### config.mk
export PLATFORM = sky130hd
export DESIGN_NAME = pra_top
export DESIGN_NICKNAME = d
export VERILOG_FILES = /design/src/logic/pra_pkg.sv /design/src/logic/pra_rst_sync.sv /design/src/logic/pra_top.sv
export SDC_FILE = /design/constraint.sdc
export NUM_CORES = 1
export LEC_CHECK = 0
export BUFFER_PORTS_ARGS = -buffer_cell sky130_fd_sc_hd__buf_2
export CORE_ASPECT_RATIO = 0.5
export CORE_MARGIN = 2
export CORE_UTILIZATION = 50
export CTS_BUF_LIST = sky130_fd_sc_hd__clkbuf_4
export DETAILED_ROUTE_END_ITERATION = 8
export GPL_TIMING_DRIVEN = 0
export PLACE_DENSITY = 0.84
export SYNTH_ARGS = -nofsm -noshare
export SYNTH_HDL_FRONTEND = slang
export SYNTH_HIERARCHICAL = 1
export SYNTH_SLANG_ARGS = --single-unit
### constraint.sdc
create_clock -name aclk -period 2.9 [get_ports aclk]
set_input_delay 0.58 -clock aclk [delete_from_list [all_inputs] [get_ports aclk]]
set_output_delay 0.58 -clock aclk [all_outputs]
set_load 0.02 [all_outputs]
### src/logic/pra_pkg.sv
// Package of constants and types for the reset and alarm pin block.
// Notes on behaviour
// - Any external reset pin resets all four channels.
// - External reset returns every register to default.
// - Clock outputs tristated while reset is held.
// - No clock output until host writes configuration.
// - Pin is interrupt only when its enable is set.
// - Interrupt is maskable, polarity bit selects level.
// - Alarm shows loss as one, polarity bit electrical.
// - Pin tristates when no function is selected.
package pra_pkg;

  // Number of channels and bus widths.
  localparam int NCH = 4;
  localparam int AW  = 8;

  // Register byte offsets.
  localparam logic [7:0] OFF_CTRL = 8'h00;
  localparam logic [7:0] OFF_PIN  = 8'h04;
  localparam logic [7:0] OFF_STAT = 8'h08;
  localparam logic [7:0] OFF_MASK = 8'h0c;
  localparam logic [7:0] OFF_LIVE = 8'h10;

  // Field positions in the control register.
  localparam int CTRL_SRST = 0;
  localparam int CTRL_OEN  = 4;

  // Field positions in the pin configuration register.
  localparam int PIN_IRQ_EN = 0;
  localparam int PIN_ALM_EN = 4;
  localparam int PIN_IRQPOL = 8;
  localparam int PIN_CKBPOL = 12;

  // Field positions in the live status register.
  localparam int LIVE_LOS = 0;
  localparam int LIVE_CKO = 4;
  localparam int LIVE_PH  = 8;

  // Values after reset.
  localparam logic [3:0] RST_OEN  = 4'h0;
  localparam logic [3:0] RST_IEN  = 4'h0;
  localparam logic [3:0] RST_AEN  = 4'h0;
  localparam logic [3:0] RST_IPOL = 4'hf;
  localparam logic [3:0] RST_CPOL = 4'hf;
  localparam logic [3:0] RST_MASK = 4'h0;

  // AXI response codes.
  localparam logic [1:0] RESP_OK  = 2'h0;
  localparam logic [1:0] RESP_ERR = 2'h2;

  // Software reset quiet time, in ns, and its cycle count at 200 MHz.
  localparam longint SRST_NS  = 10000000;
  localparam longint CLK_NS   = 5;
  localparam int     SRST_CW  = 21;
  localparam logic [SRST_CW-1:0] SRST_CYC = SRST_CW'((SRST_NS + CLK_NS - 1) / CLK_NS);

  // Reset synchroniser depth.
  localparam int SYNC_N = 2;

  // Device phase, Gray coded along the usual path.
  typedef enum logic [1:0] {
    PH_RESET = 2'h0,
    PH_UNCFG = 2'h1,
    PH_RUN   = 2'h3,
    PH_SOFT  = 2'h2
  } pra_phase_e;

endpackage

### src/logic/pra_rst_sync.sv
// Release synchroniser for the combined external reset pins.
`timescale 1ns/100ps
`default_nettype none
module pra_rst_sync
  import pra_pkg::*;
(
  // Clock and bus reset.
  input  wire logic aclk,
  input  wire logic aresetn,
  // Raw active low reset request and its synchronised release.
  input  wire logic req_n,
  output logic      rel_n
);
  import pra_pkg::*;

  // All state of the synchroniser.
  typedef struct packed {
    logic [SYNC_N-1:0] sr;
  } pra_sync_s;

  pra_sync_s s_q;
  pra_sync_s s_d;

  // Shift ones in while released; the chain clears while requested.
  always_comb begin
    s_d = s_q;
    if (!req_n) begin
      s_d.sr = '0;
    end else begin
      s_d.sr = {s_q.sr[SYNC_N-2:0], 1'b1};
    end
  end

  // Register the state.
  always_ff @(posedge aclk) begin
    if (!aresetn) begin
      s_q <= '0;
    end else begin
      s_q <= s_d;
    end
  end

  // Assertion follows the pin at once, release only via the last stage.
  assign rel_n = req_n & s_q.sr[SYNC_N-1];

endmodule
`default_nettype wire

### src/logic/pra_top.sv
// Reset pins, clock output enables and alarm pins of four clock channels.
`timescale 1ns/100ps
`default_nettype none
module pra_top
  import pra_pkg::*;
#(
  parameter logic [pra_pkg::SRST_CW-1:0] SOFT_RST_CYC = pra_pkg::SRST_CYC
)
(
  // Clock and bus reset.
  input  wire logic            aclk,
  input  wire logic            aresetn,
  // External reset pins, one per channel.
  input  wire logic            ext_reset_n_ch_a,
  input  wire logic            ext_reset_n_ch_b,
  input  wire logic            ext_reset_n_ch_c,
  input  wire logic            ext_reset_n_ch_d,
  // Loss of signal on each reference input.
  input  wire logic [3:0]      loss_of_signal,
  // Clock output drive enables.
  output logic [3:0]           clk_out_oe,
  // Interrupt and alarm pins.
  output logic [3:0]           alarm_pin_o,
  output logic [3:0]           alarm_pin_oe,
  // Summary interrupt.
  output logic                 irq,
  // AXI4-Lite write address.
  input  wire logic [pra_pkg::AW-1:0] s_axi_awaddr,
  input  wire logic            s_axi_awvalid,
  output logic                 s_axi_awready,
  // AXI4-Lite write data.
  input  wire logic [31:0]     s_axi_wdata,
  input  wire logic [3:0]      s_axi_wstrb,
  input  wire logic            s_axi_wvalid,
  output logic                 s_axi_wready,
  // AXI4-Lite write response.
  output logic [1:0]           s_axi_bresp,
  output logic                 s_axi_bvalid,
  input  wire logic            s_axi_bready,
  // AXI4-Lite read address.
  input  wire logic [pra_pkg::AW-1:0] s_axi_araddr,
  input  wire logic            s_axi_arvalid,
  output logic                 s_axi_arready,
  // AXI4-Lite read data.
  output logic [31:0]          s_axi_rdata,
  output logic [1:0]           s_axi_rresp,
  output logic                 s_axi_rvalid,
  input  wire logic            s_axi_rready
);
  import pra_pkg::*;

  // All state of the block.
  typedef struct packed {
    pra_phase_e         phase;    // Device phase.
    logic [SRST_CW-1:0] cnt;      // Software reset countdown.
    logic [3:0]         oen;      // Clock output enables.
    logic [3:0]         ien;      // Interrupt function select.
    logic [3:0]         aen;      // Raw alarm function select.
    logic [3:0]         ipol;     // Interrupt active level.
    logic [3:0]         cpol;     // Clock fault active level.
    logic [3:0]         stat;     // Sticky loss events.
    logic [3:0]         mask;     // Interrupt enables.
    logic [3:0]         los_p;    // Loss level one cycle ago.
    logic [3:0]         pin_o;    // Pin levels.
    logic [3:0]         pin_oe;   // Pin drive enables.
    logic [3:0]         cko;      // Clock output enables.
    logic               aw_have;  // Write address held.
    logic [AW-1:0]      awaddr;   // Held write address.
    logic               w_have;   // Write data held.
    logic [31:0]        wdata;    // Held write data.
    logic [3:0]         wstrb;    // Held byte strobes.
    logic               bvalid;   // Write response pending.
    logic [1:0]         bresp;    // Write response code.
    logic               rvalid;   // Read data pending.
    logic [31:0]        rdata;    // Read data.
    logic [1:0]         rresp;    // Read response code.
  } pra_state_s;

  pra_state_s s_q;
  pra_state_s s_d;

  // Combined external reset request and its synchronised release.
  logic ext_req_n;
  logic ext_rel_n;

  // Any of the four pins resets the whole device.
  assign ext_req_n = ext_reset_n_ch_a & ext_reset_n_ch_b
                   & ext_reset_n_ch_c & ext_reset_n_ch_d;

  pra_rst_sync u_sync (
    .aclk    (aclk),
    .aresetn (aresetn),
    .req_n   (ext_req_n),
    .rel_n   (ext_rel_n)
  );

  // Merge write data into an old word under byte strobes.
  function automatic logic [31:0] merge(
    input logic [31:0] old_v,
    input logic [31:0] new_v,
    input logic [3:0]  strb
  );
    logic [31:0] r;
    r = old_v;
    for (int b = 0; b < 4; b++) begin
      if (strb[b]) begin
        r[8*b +: 8] = new_v[8*b +: 8];
      end
    end
    return r;
  endfunction

  // Next state logic.
  always_comb begin
    logic [31:0] ctrl_v;
    logic [31:0] pin_v;
    logic [31:0] mw;
    logic [3:0]  rise;
    logic [3:0]  w1c;
    logic [3:0]  act;
    logic        do_wr;
    ctrl_v = '0;
    pin_v  = '0;
    mw     = '0;
    rise   = '0;
    w1c    = '0;
    act    = '0;
    do_wr  = 1'b0;
    s_d    = s_q;

    // Current register images for read back and merging.
    ctrl_v[CTRL_SRST]    = (s_q.phase == PH_SOFT);
    ctrl_v[CTRL_OEN +: 4] = s_q.oen;
    pin_v[PIN_IRQ_EN +: 4] = s_q.ien;
    pin_v[PIN_ALM_EN +: 4] = s_q.aen;
    pin_v[PIN_IRQPOL +: 4] = s_q.ipol;
    pin_v[PIN_CKBPOL +: 4] = s_q.cpol;

    // Capture write address and data in either order.
    if (s_axi_awvalid && s_axi_awready) begin
      s_d.aw_have = 1'b1;
      s_d.awaddr  = s_axi_awaddr;
    end
    if (s_axi_wvalid && s_axi_wready) begin
      s_d.w_have = 1'b1;
      s_d.wdata  = s_axi_wdata;
      s_d.wstrb  = s_axi_wstrb;
    end

    // Retire the write response.
    if (s_q.bvalid && s_axi_bready) begin
      s_d.bvalid = 1'b0;
    end

    // Perform a held write once both halves are in.
    if (s_q.aw_have && s_q.w_have && !s_q.bvalid) begin
      do_wr       = 1'b1;
      s_d.aw_have = 1'b0;
      s_d.w_have  = 1'b0;
      s_d.bvalid  = 1'b1;
      s_d.bresp   = RESP_OK;
    end

    // Loss events set sticky bits on the rising edge.
    rise      = loss_of_signal & ~s_q.los_p;
    s_d.los_p = loss_of_signal;

    // Address decode of the write.
    if (do_wr) begin
      if (s_q.awaddr == OFF_CTRL) begin
        mw = merge(ctrl_v, s_q.wdata, s_q.wstrb);
        // Writes are ignored during the software reset quiet time.
        if (s_q.phase != PH_SOFT) begin
          s_d.oen = mw[CTRL_OEN +: 4];
          if (mw[CTRL_SRST]) begin
            s_d.phase = PH_SOFT;
            s_d.cnt   = SOFT_RST_CYC;
          end
        end
      end else if (s_q.awaddr == OFF_PIN) begin
        mw = merge(pin_v, s_q.wdata, s_q.wstrb);
        if (s_q.phase != PH_SOFT) begin
          s_d.ien  = mw[PIN_IRQ_EN +: 4];
          s_d.aen  = mw[PIN_ALM_EN +: 4];
          s_d.ipol = mw[PIN_IRQPOL +: 4];
          s_d.cpol = mw[PIN_CKBPOL +: 4];
        end
      end else if (s_q.awaddr == OFF_STAT) begin
        // Write one to clear; only byte lane zero matters.
        if (s_q.wstrb[0]) begin
          w1c = s_q.wdata[3:0];
        end
      end else if (s_q.awaddr == OFF_MASK) begin
        mw = merge({28'h0, s_q.mask}, s_q.wdata, s_q.wstrb);
        if (s_q.phase != PH_SOFT) begin
          s_d.mask = mw[3:0];
        end
      end else if (s_q.awaddr == OFF_LIVE) begin
        // Read only register; writes have no effect.
        s_d.bresp = RESP_OK;
      end else begin
        // Unmapped address.
        s_d.bresp = RESP_ERR;
      end
    end

    // A new event wins over a clear in the same cycle.
    s_d.stat = (s_q.stat & ~w1c) | rise;

    // Read channel.
    if (s_q.rvalid && s_axi_rready) begin
      s_d.rvalid = 1'b0;
    end
    if (s_axi_arvalid && s_axi_arready) begin
      s_d.rvalid = 1'b1;
      s_d.rresp  = RESP_OK;
      if (s_axi_araddr == OFF_CTRL) begin
        s_d.rdata = ctrl_v;
      end else if (s_axi_araddr == OFF_PIN) begin
        s_d.rdata = pin_v;
      end else if (s_axi_araddr == OFF_STAT) begin
        s_d.rdata = {28'h0, s_q.stat};
      end else if (s_axi_araddr == OFF_MASK) begin
        s_d.rdata = {28'h0, s_q.mask};
      end else if (s_axi_araddr == OFF_LIVE) begin
        s_d.rdata = '0;
        s_d.rdata[LIVE_LOS +: 4] = loss_of_signal;
        s_d.rdata[LIVE_CKO +: 4] = s_q.cko;
        s_d.rdata[LIVE_PH +: 2]  = s_q.phase;
      end else begin
        s_d.rdata = '0;
        s_d.rresp = RESP_ERR;
      end
    end

    // Phase sequence.
    case (s_q.phase)
      PH_RESET: begin
        s_d.phase = PH_UNCFG;
      end
      PH_UNCFG: begin
        // clocks only once software enables them.
        if (s_d.phase != PH_SOFT && s_d.oen != 4'h0) begin
          s_d.phase = PH_RUN;
        end
      end
      PH_RUN: begin
        if (s_d.phase != PH_SOFT && s_d.oen == 4'h0) begin
          s_d.phase = PH_UNCFG;
        end
      end
      PH_SOFT: begin
        // quiet time with the configuration held at defaults.
        s_d.oen  = RST_OEN;
        s_d.ien  = RST_IEN;
        s_d.aen  = RST_AEN;
        s_d.ipol = RST_IPOL;
        s_d.cpol = RST_CPOL;
        s_d.mask = RST_MASK;
        s_d.stat = '0;
        if (s_q.cnt <= SRST_CW'(1)) begin
          s_d.cnt   = '0;
          s_d.phase = PH_RESET;
        end else begin
          s_d.cnt = s_q.cnt - SRST_CW'(1);
        end
      end
      default: begin
        s_d.phase = PH_RESET;
      end
    endcase

    // clock outputs drive only in the running phase.
    s_d.cko = (s_d.phase == PH_RUN) ? s_d.oen : 4'h0;

    // Pin function per channel.
    act = s_d.stat & s_d.mask;
    for (int c = 0; c < NCH; c++) begin
      if (s_d.ien[c]) begin
        // masked event at the chosen level.
        s_d.pin_oe[c] = 1'b1;
        s_d.pin_o[c]  = ~(act[c] ^ s_d.ipol[c]);
      end else if (s_d.aen[c]) begin
        // loss reads as one, polarity picks the level.
        s_d.pin_oe[c] = 1'b1;
        s_d.pin_o[c]  = ~(loss_of_signal[c] ^ s_d.cpol[c]);
      end else begin
        s_d.pin_oe[c] = 1'b0;
        s_d.pin_o[c]  = 1'b0;
      end
    end
  end

  // Register the state; any reset pin returns everything to its default.
  always_ff @(posedge aclk) begin
    if (!aresetn || !ext_rel_n) begin
      s_q       <= '0;
      s_q.phase <= PH_RESET;
      s_q.oen   <= RST_OEN;
      s_q.ien   <= RST_IEN;
      s_q.aen   <= RST_AEN;
      s_q.ipol  <= RST_IPOL;
      s_q.cpol  <= RST_CPOL;
      s_q.mask  <= RST_MASK;
    end else begin
      s_q <= s_d;
    end
  end

  // clock outputs released while the reset pin is low.
  assign clk_out_oe = ext_req_n ? s_q.cko : 4'h0;

  // Pins come straight from flip-flops.
  assign alarm_pin_o  = s_q.pin_o;
  assign alarm_pin_oe = s_q.pin_oe;

  // Summary interrupt while any unmasked event is held.
  assign irq = |(s_q.stat & s_q.mask);

  // Bus handshakes.
  assign s_axi_awready = !s_q.aw_have && !s_q.bvalid;
  assign s_axi_wready  = !s_q.w_have && !s_q.bvalid;
  assign s_axi_bvalid  = s_q.bvalid;
  assign s_axi_bresp   = s_q.bresp;
  assign s_axi_arready = !s_q.rvalid;
  assign s_axi_rvalid  = s_q.rvalid;
  assign s_axi_rdata   = s_q.rdata;
  assign s_axi_rresp   = s_q.rresp;

endmodule
`default_nettype wire

==> results of run 1 <==
==> worst min-delay path: cells and delay by family <==
family	cells	cell delay, ps
and+or+nand+nor	1	40
buffers and inverters	1	90
AOI/OAI and AO/OA	1	50
==> stage by stage <==
| stage | area [µm²] | util | hold slack (ps) |
|---|---|---|---|
| 4_1_cts | 6450 | 0.595 | 272 |
| 6_report | 6450 | 0.595 | 275 |
| 3_5_place_dp | 6160 | 0.568 | 447 |
| 2_1_floorplan | 5560 | - | 432 |
| 5_1_grt | 6450 | 0.595 | 277 |
| 3_3_place_gp | 6160 | 0.568 | 443 |
==> final cells by class <==
cell class / count / area (µm²) / area share
clock inverters: 15 / 166 / 0.0258
repair buffers: 83 / 415 / 0.0644
flip-flops and latches: 118 / 2360 / 0.366
plain buffers: 79 / 480 / 0.0744
multi-input cells: 475 / 2680 / 0.416
clock buffers: 17 / 128 / 0.0198
well taps: 145 / 181 / 0.0281
inverters: 10 / 37.5 / 0.00582
==> layer usage <==
layer | GRT usage | wire, µm | up-vias
met5 | 0 | 0 | -
met4 | 0.0850 | 299 | 0
met3 | 0.0458 | 1130 | 31
met2 | 0.395 | 6420 | 246
met1 | 0.314 | 6330 | 2450
li1 | - | - | 2523
==> kinds of logic after synthesis <==
kind of cell               after synthesis  synth area share
AOI/OAI and AO/OA                      147             0.160
xor gates and xnor gates                 8            0.0127
adders and majority gates                2           0.00455
buffers and inverters                   89            0.0941
DFF                                    118             0.429
muxes                                   23            0.0427
other                                    1          0.000681
and+or+nand+nor                        278             0.256
==> worst max path at each step <==
stage	start	to	slack, ps	depth (start not counted)
6_report	s_q[75]	s_q[84]	190	7
5_1_grt	s_q[75]	s_q[84]	70	7
4_1_cts	s_q[75]	alarm_pin_o[3]	260	7
3_5_place_dp	ext_reset_n_ch_d	s_q[56]	-170	8
3_3_place_gp	ext_reset_n_ch_d	s_q[75]	-80	8
2_1_floorplan	s_q[75]	alarm_pin_o[3]	660	7
==> cell usage after synthesis, types with 7 or more instances <==
cell and instances:
nor3_1 21, clkbuf_1 25, inv_1 10, nand2_1 99, a22o_1 7, nor2_1 57
dfxtp_1 118, nand3_1 21, mux2i_1 21, buf_4 44, and2_1 10, nor4_1 8
a31oi_1 13, o21ai_0 25, nor2b_1 10, a21oi_1 71
==> where the power goes <==
group          internal, mW  switching [mW]
clock                 0.658           0.614
combinational        0.0582          0.0825
sequential             1.62       0.0000518
total                  2.34           0.696
==> registers in the layout, indices dropped and copies added (netlist names), named ones only <==
name	cells
s_axi_bvalid	1
s_axi_rresp	1
s_axi_rvalid	1
u_sync/s_q	2
alarm_pin_o	4
s_q	87
alarm_pin_oe	4
s_axi_rdata	16
==> metrics, run 1 <==
status finished clean; ys async rst share 0; syn avg cell area ~8.3 µm²; maxcap violations 0; Post-CTS Repair Setup Buffers 0; Hold Path Depth 3; Final Hold Fails 0; warning count from the yosys run 6; CP Data Required Time 3350 ps; Initial Utilization 0.508; final global-route overflow total 0; ANT nets after route 0; Final #Nets 853; Worst-Margin Slew around 860 ps; Max transition margin 0.423; Setup WS pre-CTS -169 ps; clock skew 16.0 ps; CTS hold repair buffers 0; Worst Setup Start Kind flop; initial antenna violation count 0; Bufs on Longest Clock Path 2; fin crit period 2710 ps; fillers 979; sequential area share after synthesis 0.429; mapped cell area 5500 µm²; post-route setup slack 185 ps; Top Family by Delay on Critical Path simple AND/OR/NAND/NOR gates; first-pass GRT wire length 22800 µm; vias in the first global route ~4.8k; GP Congestion just over 0.9; Clk Latency, worst-skew pair 520 ps; setup TNS 0 ps; CTS clk-pin slew, worst paths 110 ps; reg2reg path depth 7; die area 11900 µm²; pwr dens 470 nW/µm²; initial drt markers roughly 500; Worst Hold Path EP s_q[46]; total track usage 0.238; Worst VDD drop 0.000242 V; worst hold start s_axi_wdata[4]; Synth Register Bits between 100 and 150; routed via count 5250; clock sinks 118; Top Ports 121; first drt pass iteration count 5; type of destination of the critical path flop; most frequent cells in the layout 118 x dfxtp_1, 99 x nand2_1, 86 x buf_2; Antenna Cells 0; Tot Pwr 3.03 mW; CTS Buf Count 17; slowest CP cell nor4_4; largest net degree at the start of global routing 17; crit path cell chain nor4_4 -> nand4_2 -> or3_1 -> buf_6 -> mux2i_1 -> nand4b_1 -> nor2_1; final wirelength 14200 µm; final setup fails 0; Lkg Pwr 2.68 nW; hpwl dp 10700 µm; Core Rows 27; Critical Path AT ~3200 ps; Root Driver clkbuf_4; wire per inst 15.1 µm; Buffers on Ports 83; Post-synth EDFFs 0; Placeable Area 10800 µm²; CP Buf/Inv Count 1; # DRC 0; DR vias/cell 5.57; Yosys cell types 60; Setup CP Type reg2reg; share of cells above drive strength 1 0.215; CP max FO 9; hold crit path type in2reg; final cell count without fillers 942; CTS tree done; CP max stage delay 640 ps; Cells after DPL 910; Final period util 0.936; post-synth top area share 0.429; capturing point of the worst reg2reg path s_q[84]; leading area contributor after synthesis dfxtp_1; htree depth 4; Layout area overhead 17.3%; die boundary height 78.2 µm; Area contributors post-synth dfxtp_1 43%, nand2_1 6.8%, a21oi_1 6.5%, buf_4 6.0%, nor2_1 3.9%; Post-Syn Instances 666; Synth Flop Type dfxtp_1; max-slew violations 0; Chip Width 152 µm; R2R Setup Slk 190 ps; reg2reg start s_q[75]; RSZ-0062 raised after global routing false; # resized after CTS 0; commonest non-fill, non-tap cell in the layout dfxtp_1; fmax 0.368 GHz
(Power assumes the default switching activity.)
==> inputs of run 2 (changes only) <==
==> constraint.sdc (replaced) <==
create_clock -name aclk -period 2.9 [get_ports aclk]
set_input_delay 0.29 -clock aclk [delete_from_list [all_inputs] [get_ports aclk]]
set_output_delay 0.29 -clock aclk [all_outputs]
set_load 0.02 [all_outputs]
==> run 2 against run 1 <==
Flip-flop and latch count unchanged. Final area increased by 2.6%. Register-to-register slack about the same. Global-route usage increased by 0.36 points. Die area unchanged. Via count increased by 0.42%. Utilization increased by 1.6 points. Count of clock-buffer cells in the layout unchanged. Setup slack got worse by 12 ps. Sequential power about the same. Hold slack got worse by 250 ps. Largest cell class unchanged. Largest power group unchanged. Highest routed layer unchanged.
==> metrics, run 2 (same netlist as run 1, synthesis figures left out) <==
largest reg by FF count s_q; Critical Path AT 3170 ps (about the same); Layout area overhead 20.4%; CTS Buf Count 17 (unchanged); max-slew violations 0 (unchanged); Chip Width 152 µm (unchanged); Bufs on Longest Clock Path 2 (unchanged); Internal Dissipation 2.35 mW (+0.66%); setup TNS 0 ps (unchanged); Tot Pwr 3.04 mW (+0.33%); reg2reg start s_q[75]; Antenna Cells 0 (unchanged); capturing point of the worst reg2reg path s_q[84]; ANT nets after route 0 (unchanged); routed via count 5272 (+0.42%); Psw 0.691 mW (-0.75%); Lkg Pwr 2.76 nW (+2.6%); reg2reg path depth 7 (unchanged); total track usage 0.242 (+0.00364); pwr dens 459 nW/µm² (-2.2%); Max transition margin 0.395 (-0.0276); Worst Setup Start Kind flop; clock skew 13.2 ps (-2.75 ps); die area 11900 µm² (unchanged); DR vias/cell 5.50 (-1.4%); R2R Setup Slk 170 ps (about the same); commonest non-fill, non-tap cell in the layout dfxtp_1; Final Util 0.611 (+0.0157); Initial Utilization 0.508 (unchanged); die boundary height 78.2 µm (unchanged); Final #Nets 870 (+2.0%); first-pass GRT wire length 23100 µm (+1.6%); initial antenna violation count 0 (unchanged); fin crit period 2730 ps (+11.6 ps); post-route setup slack 174 ps (-11.6 ps); final cell count without fillers 959 (+1.8%); wire per inst 15.0 µm (-0.12%); RSZ-0062 raised after global routing false; Worst VDD drop 0.000244 V (+0.83%); # DRC 0 (unchanged); initial drt markers 501 (+0.60%); Hold Path Depth 3 (unchanged); CTS tree done; maxcap violations 0 (unchanged); hold crit path type in2reg; largest net degree at the start of global routing 17 (unchanged); Logic pwr share 0.052 (+0.006); max reg flops 87 (unchanged); # resized after CTS 0 (unchanged); hpwl dp 10700 µm (unchanged); Core Rows 27 (unchanged); most frequent cells in the layout 118 x dfxtp_1, 99 x nand2_1, 86 x buf_2; status finished clean; Cells after DPL 910 (unchanged); CP Data Required Time 3340 ps (about the same); fillers 945 (-3.5%); worst hold start s_axi_awaddr[2]; first drt pass iteration count 7 (+2); CTS clk-pin slew, worst paths 100 ps (about the same); htree depth 4 (unchanged); type of destination of the critical path flop; Setup WS pre-CTS 121 ps (+290 ps); Worst Hold Path EP s_q[77]; final setup fails 0 (unchanged); clock sinks 118 (unchanged); Worst-Margin Slew 899 ps (+41.0 ps); Placeable Area 10800 µm² (unchanged); CP max FO 9 (unchanged); Final period util 0.940 (+0.00399); final global-route overflow total 0 (unchanged); share of cells above drive strength 1 0.210 (-0.00448); Buffers on Ports 83 (unchanged); vias in the first global route 4825 (+1.5%); Sw Ratio 0.227 (-0.00248); Setup CP Type reg2reg; GP Congestion 0.907 (unchanged); sequential share of power 0.532 (-0.002); Root Driver clkbuf_4; final wirelength 14400 µm (+1.7%); Clock Power Share 0.415 (-0.004); fmax 0.367 GHz (-0.42%); Top Ports 121 (unchanged); Final Hold Fails 0 (unchanged); Clk Latency, worst-skew pair 510 ps (about the same)
## run 2: worst max path at each step
| stage | start | to | slack [ps] |
|---|---|---|---|
| final | s_q[75] | s_q[84] | 170 |
| after global routing | s_q[75] | s_q[84] | 70 |
| after CTS | s_q[75] | alarm_pin_o[3] | 260 |
| after detailed placement | ext_reset_n_ch_d | s_q[56] | 120 |
| after global placement | ext_reset_n_ch_d | s_q[75] | 210 |
| after floorplan | s_q[75] | alarm_pin_o[3] | 660 |
## run 2: worst max-delay path, stage by stage (launching register included)
cell and delay, ps:
dfxtp_1 360, nor4_4 640, nand4_2 250, or3_1 420
buf_6 160, mux2i_1 300, nand4b_1 320, nor2_1 200
## run 2: per-stage QoR
stage	hold WS, ps	instance area, µm²
global route	10.3	6630
detailed placement	447	6160
finish	28.5	6630
global placement	443	6160
floorplan	417	5560
CTS	0.916	6630
## run 2: final cells by class
cell class / count / area [µm²] / share of cell area
clock buffer: 17 / 128 / 0.0193
clock inverter: 15 / 166 / 0.0251
sequential: 118 / 2360 / 0.357
buffer: 79 / 480 / 0.0725
timing repair buffer: 100 / 586 / 0.0884
inverter: 10 / 37.5 / 0.00567
multi-input combinational: 475 / 2680 / 0.405
tap: 145 / 181 / 0.0274
## run 2: what timing repair did
| action | CTS | global route |
|---|---|---|
| setup endpoints to repair | 0 | 0 |
| endpoints found under the hold margin | 17 | 0 |
| setup buffers | 0 | 0 |
| hold buffers | 17 | 0 |
## run 2: power by group through the flow
stage	combinational, mW	sequential, mW	clock, mW
after CTS	0.156	1.62	1.27
after global placement	0.137	1.66	0
after global routing	0.175	1.62	1.33
after detailed placement	0.138	1.66	0
final	0.160	1.62	1.26
after floorplan	0.0890	1.66	0
## run 2: metal layers
| layer | GRT usage | vias to the layer above | wire, µm |
|---|---|---|---|
| li1 | - | 2554 | - |
| met1 | 0.318 | 2479 | 6540 |
| met2 | 0.404 | 213 | 6600 |
| met3 | 0.0458 | 26 | 1030 |
| met4 | 0.0850 | 0 | 248 |
| met5 | 0 | - | 0 |
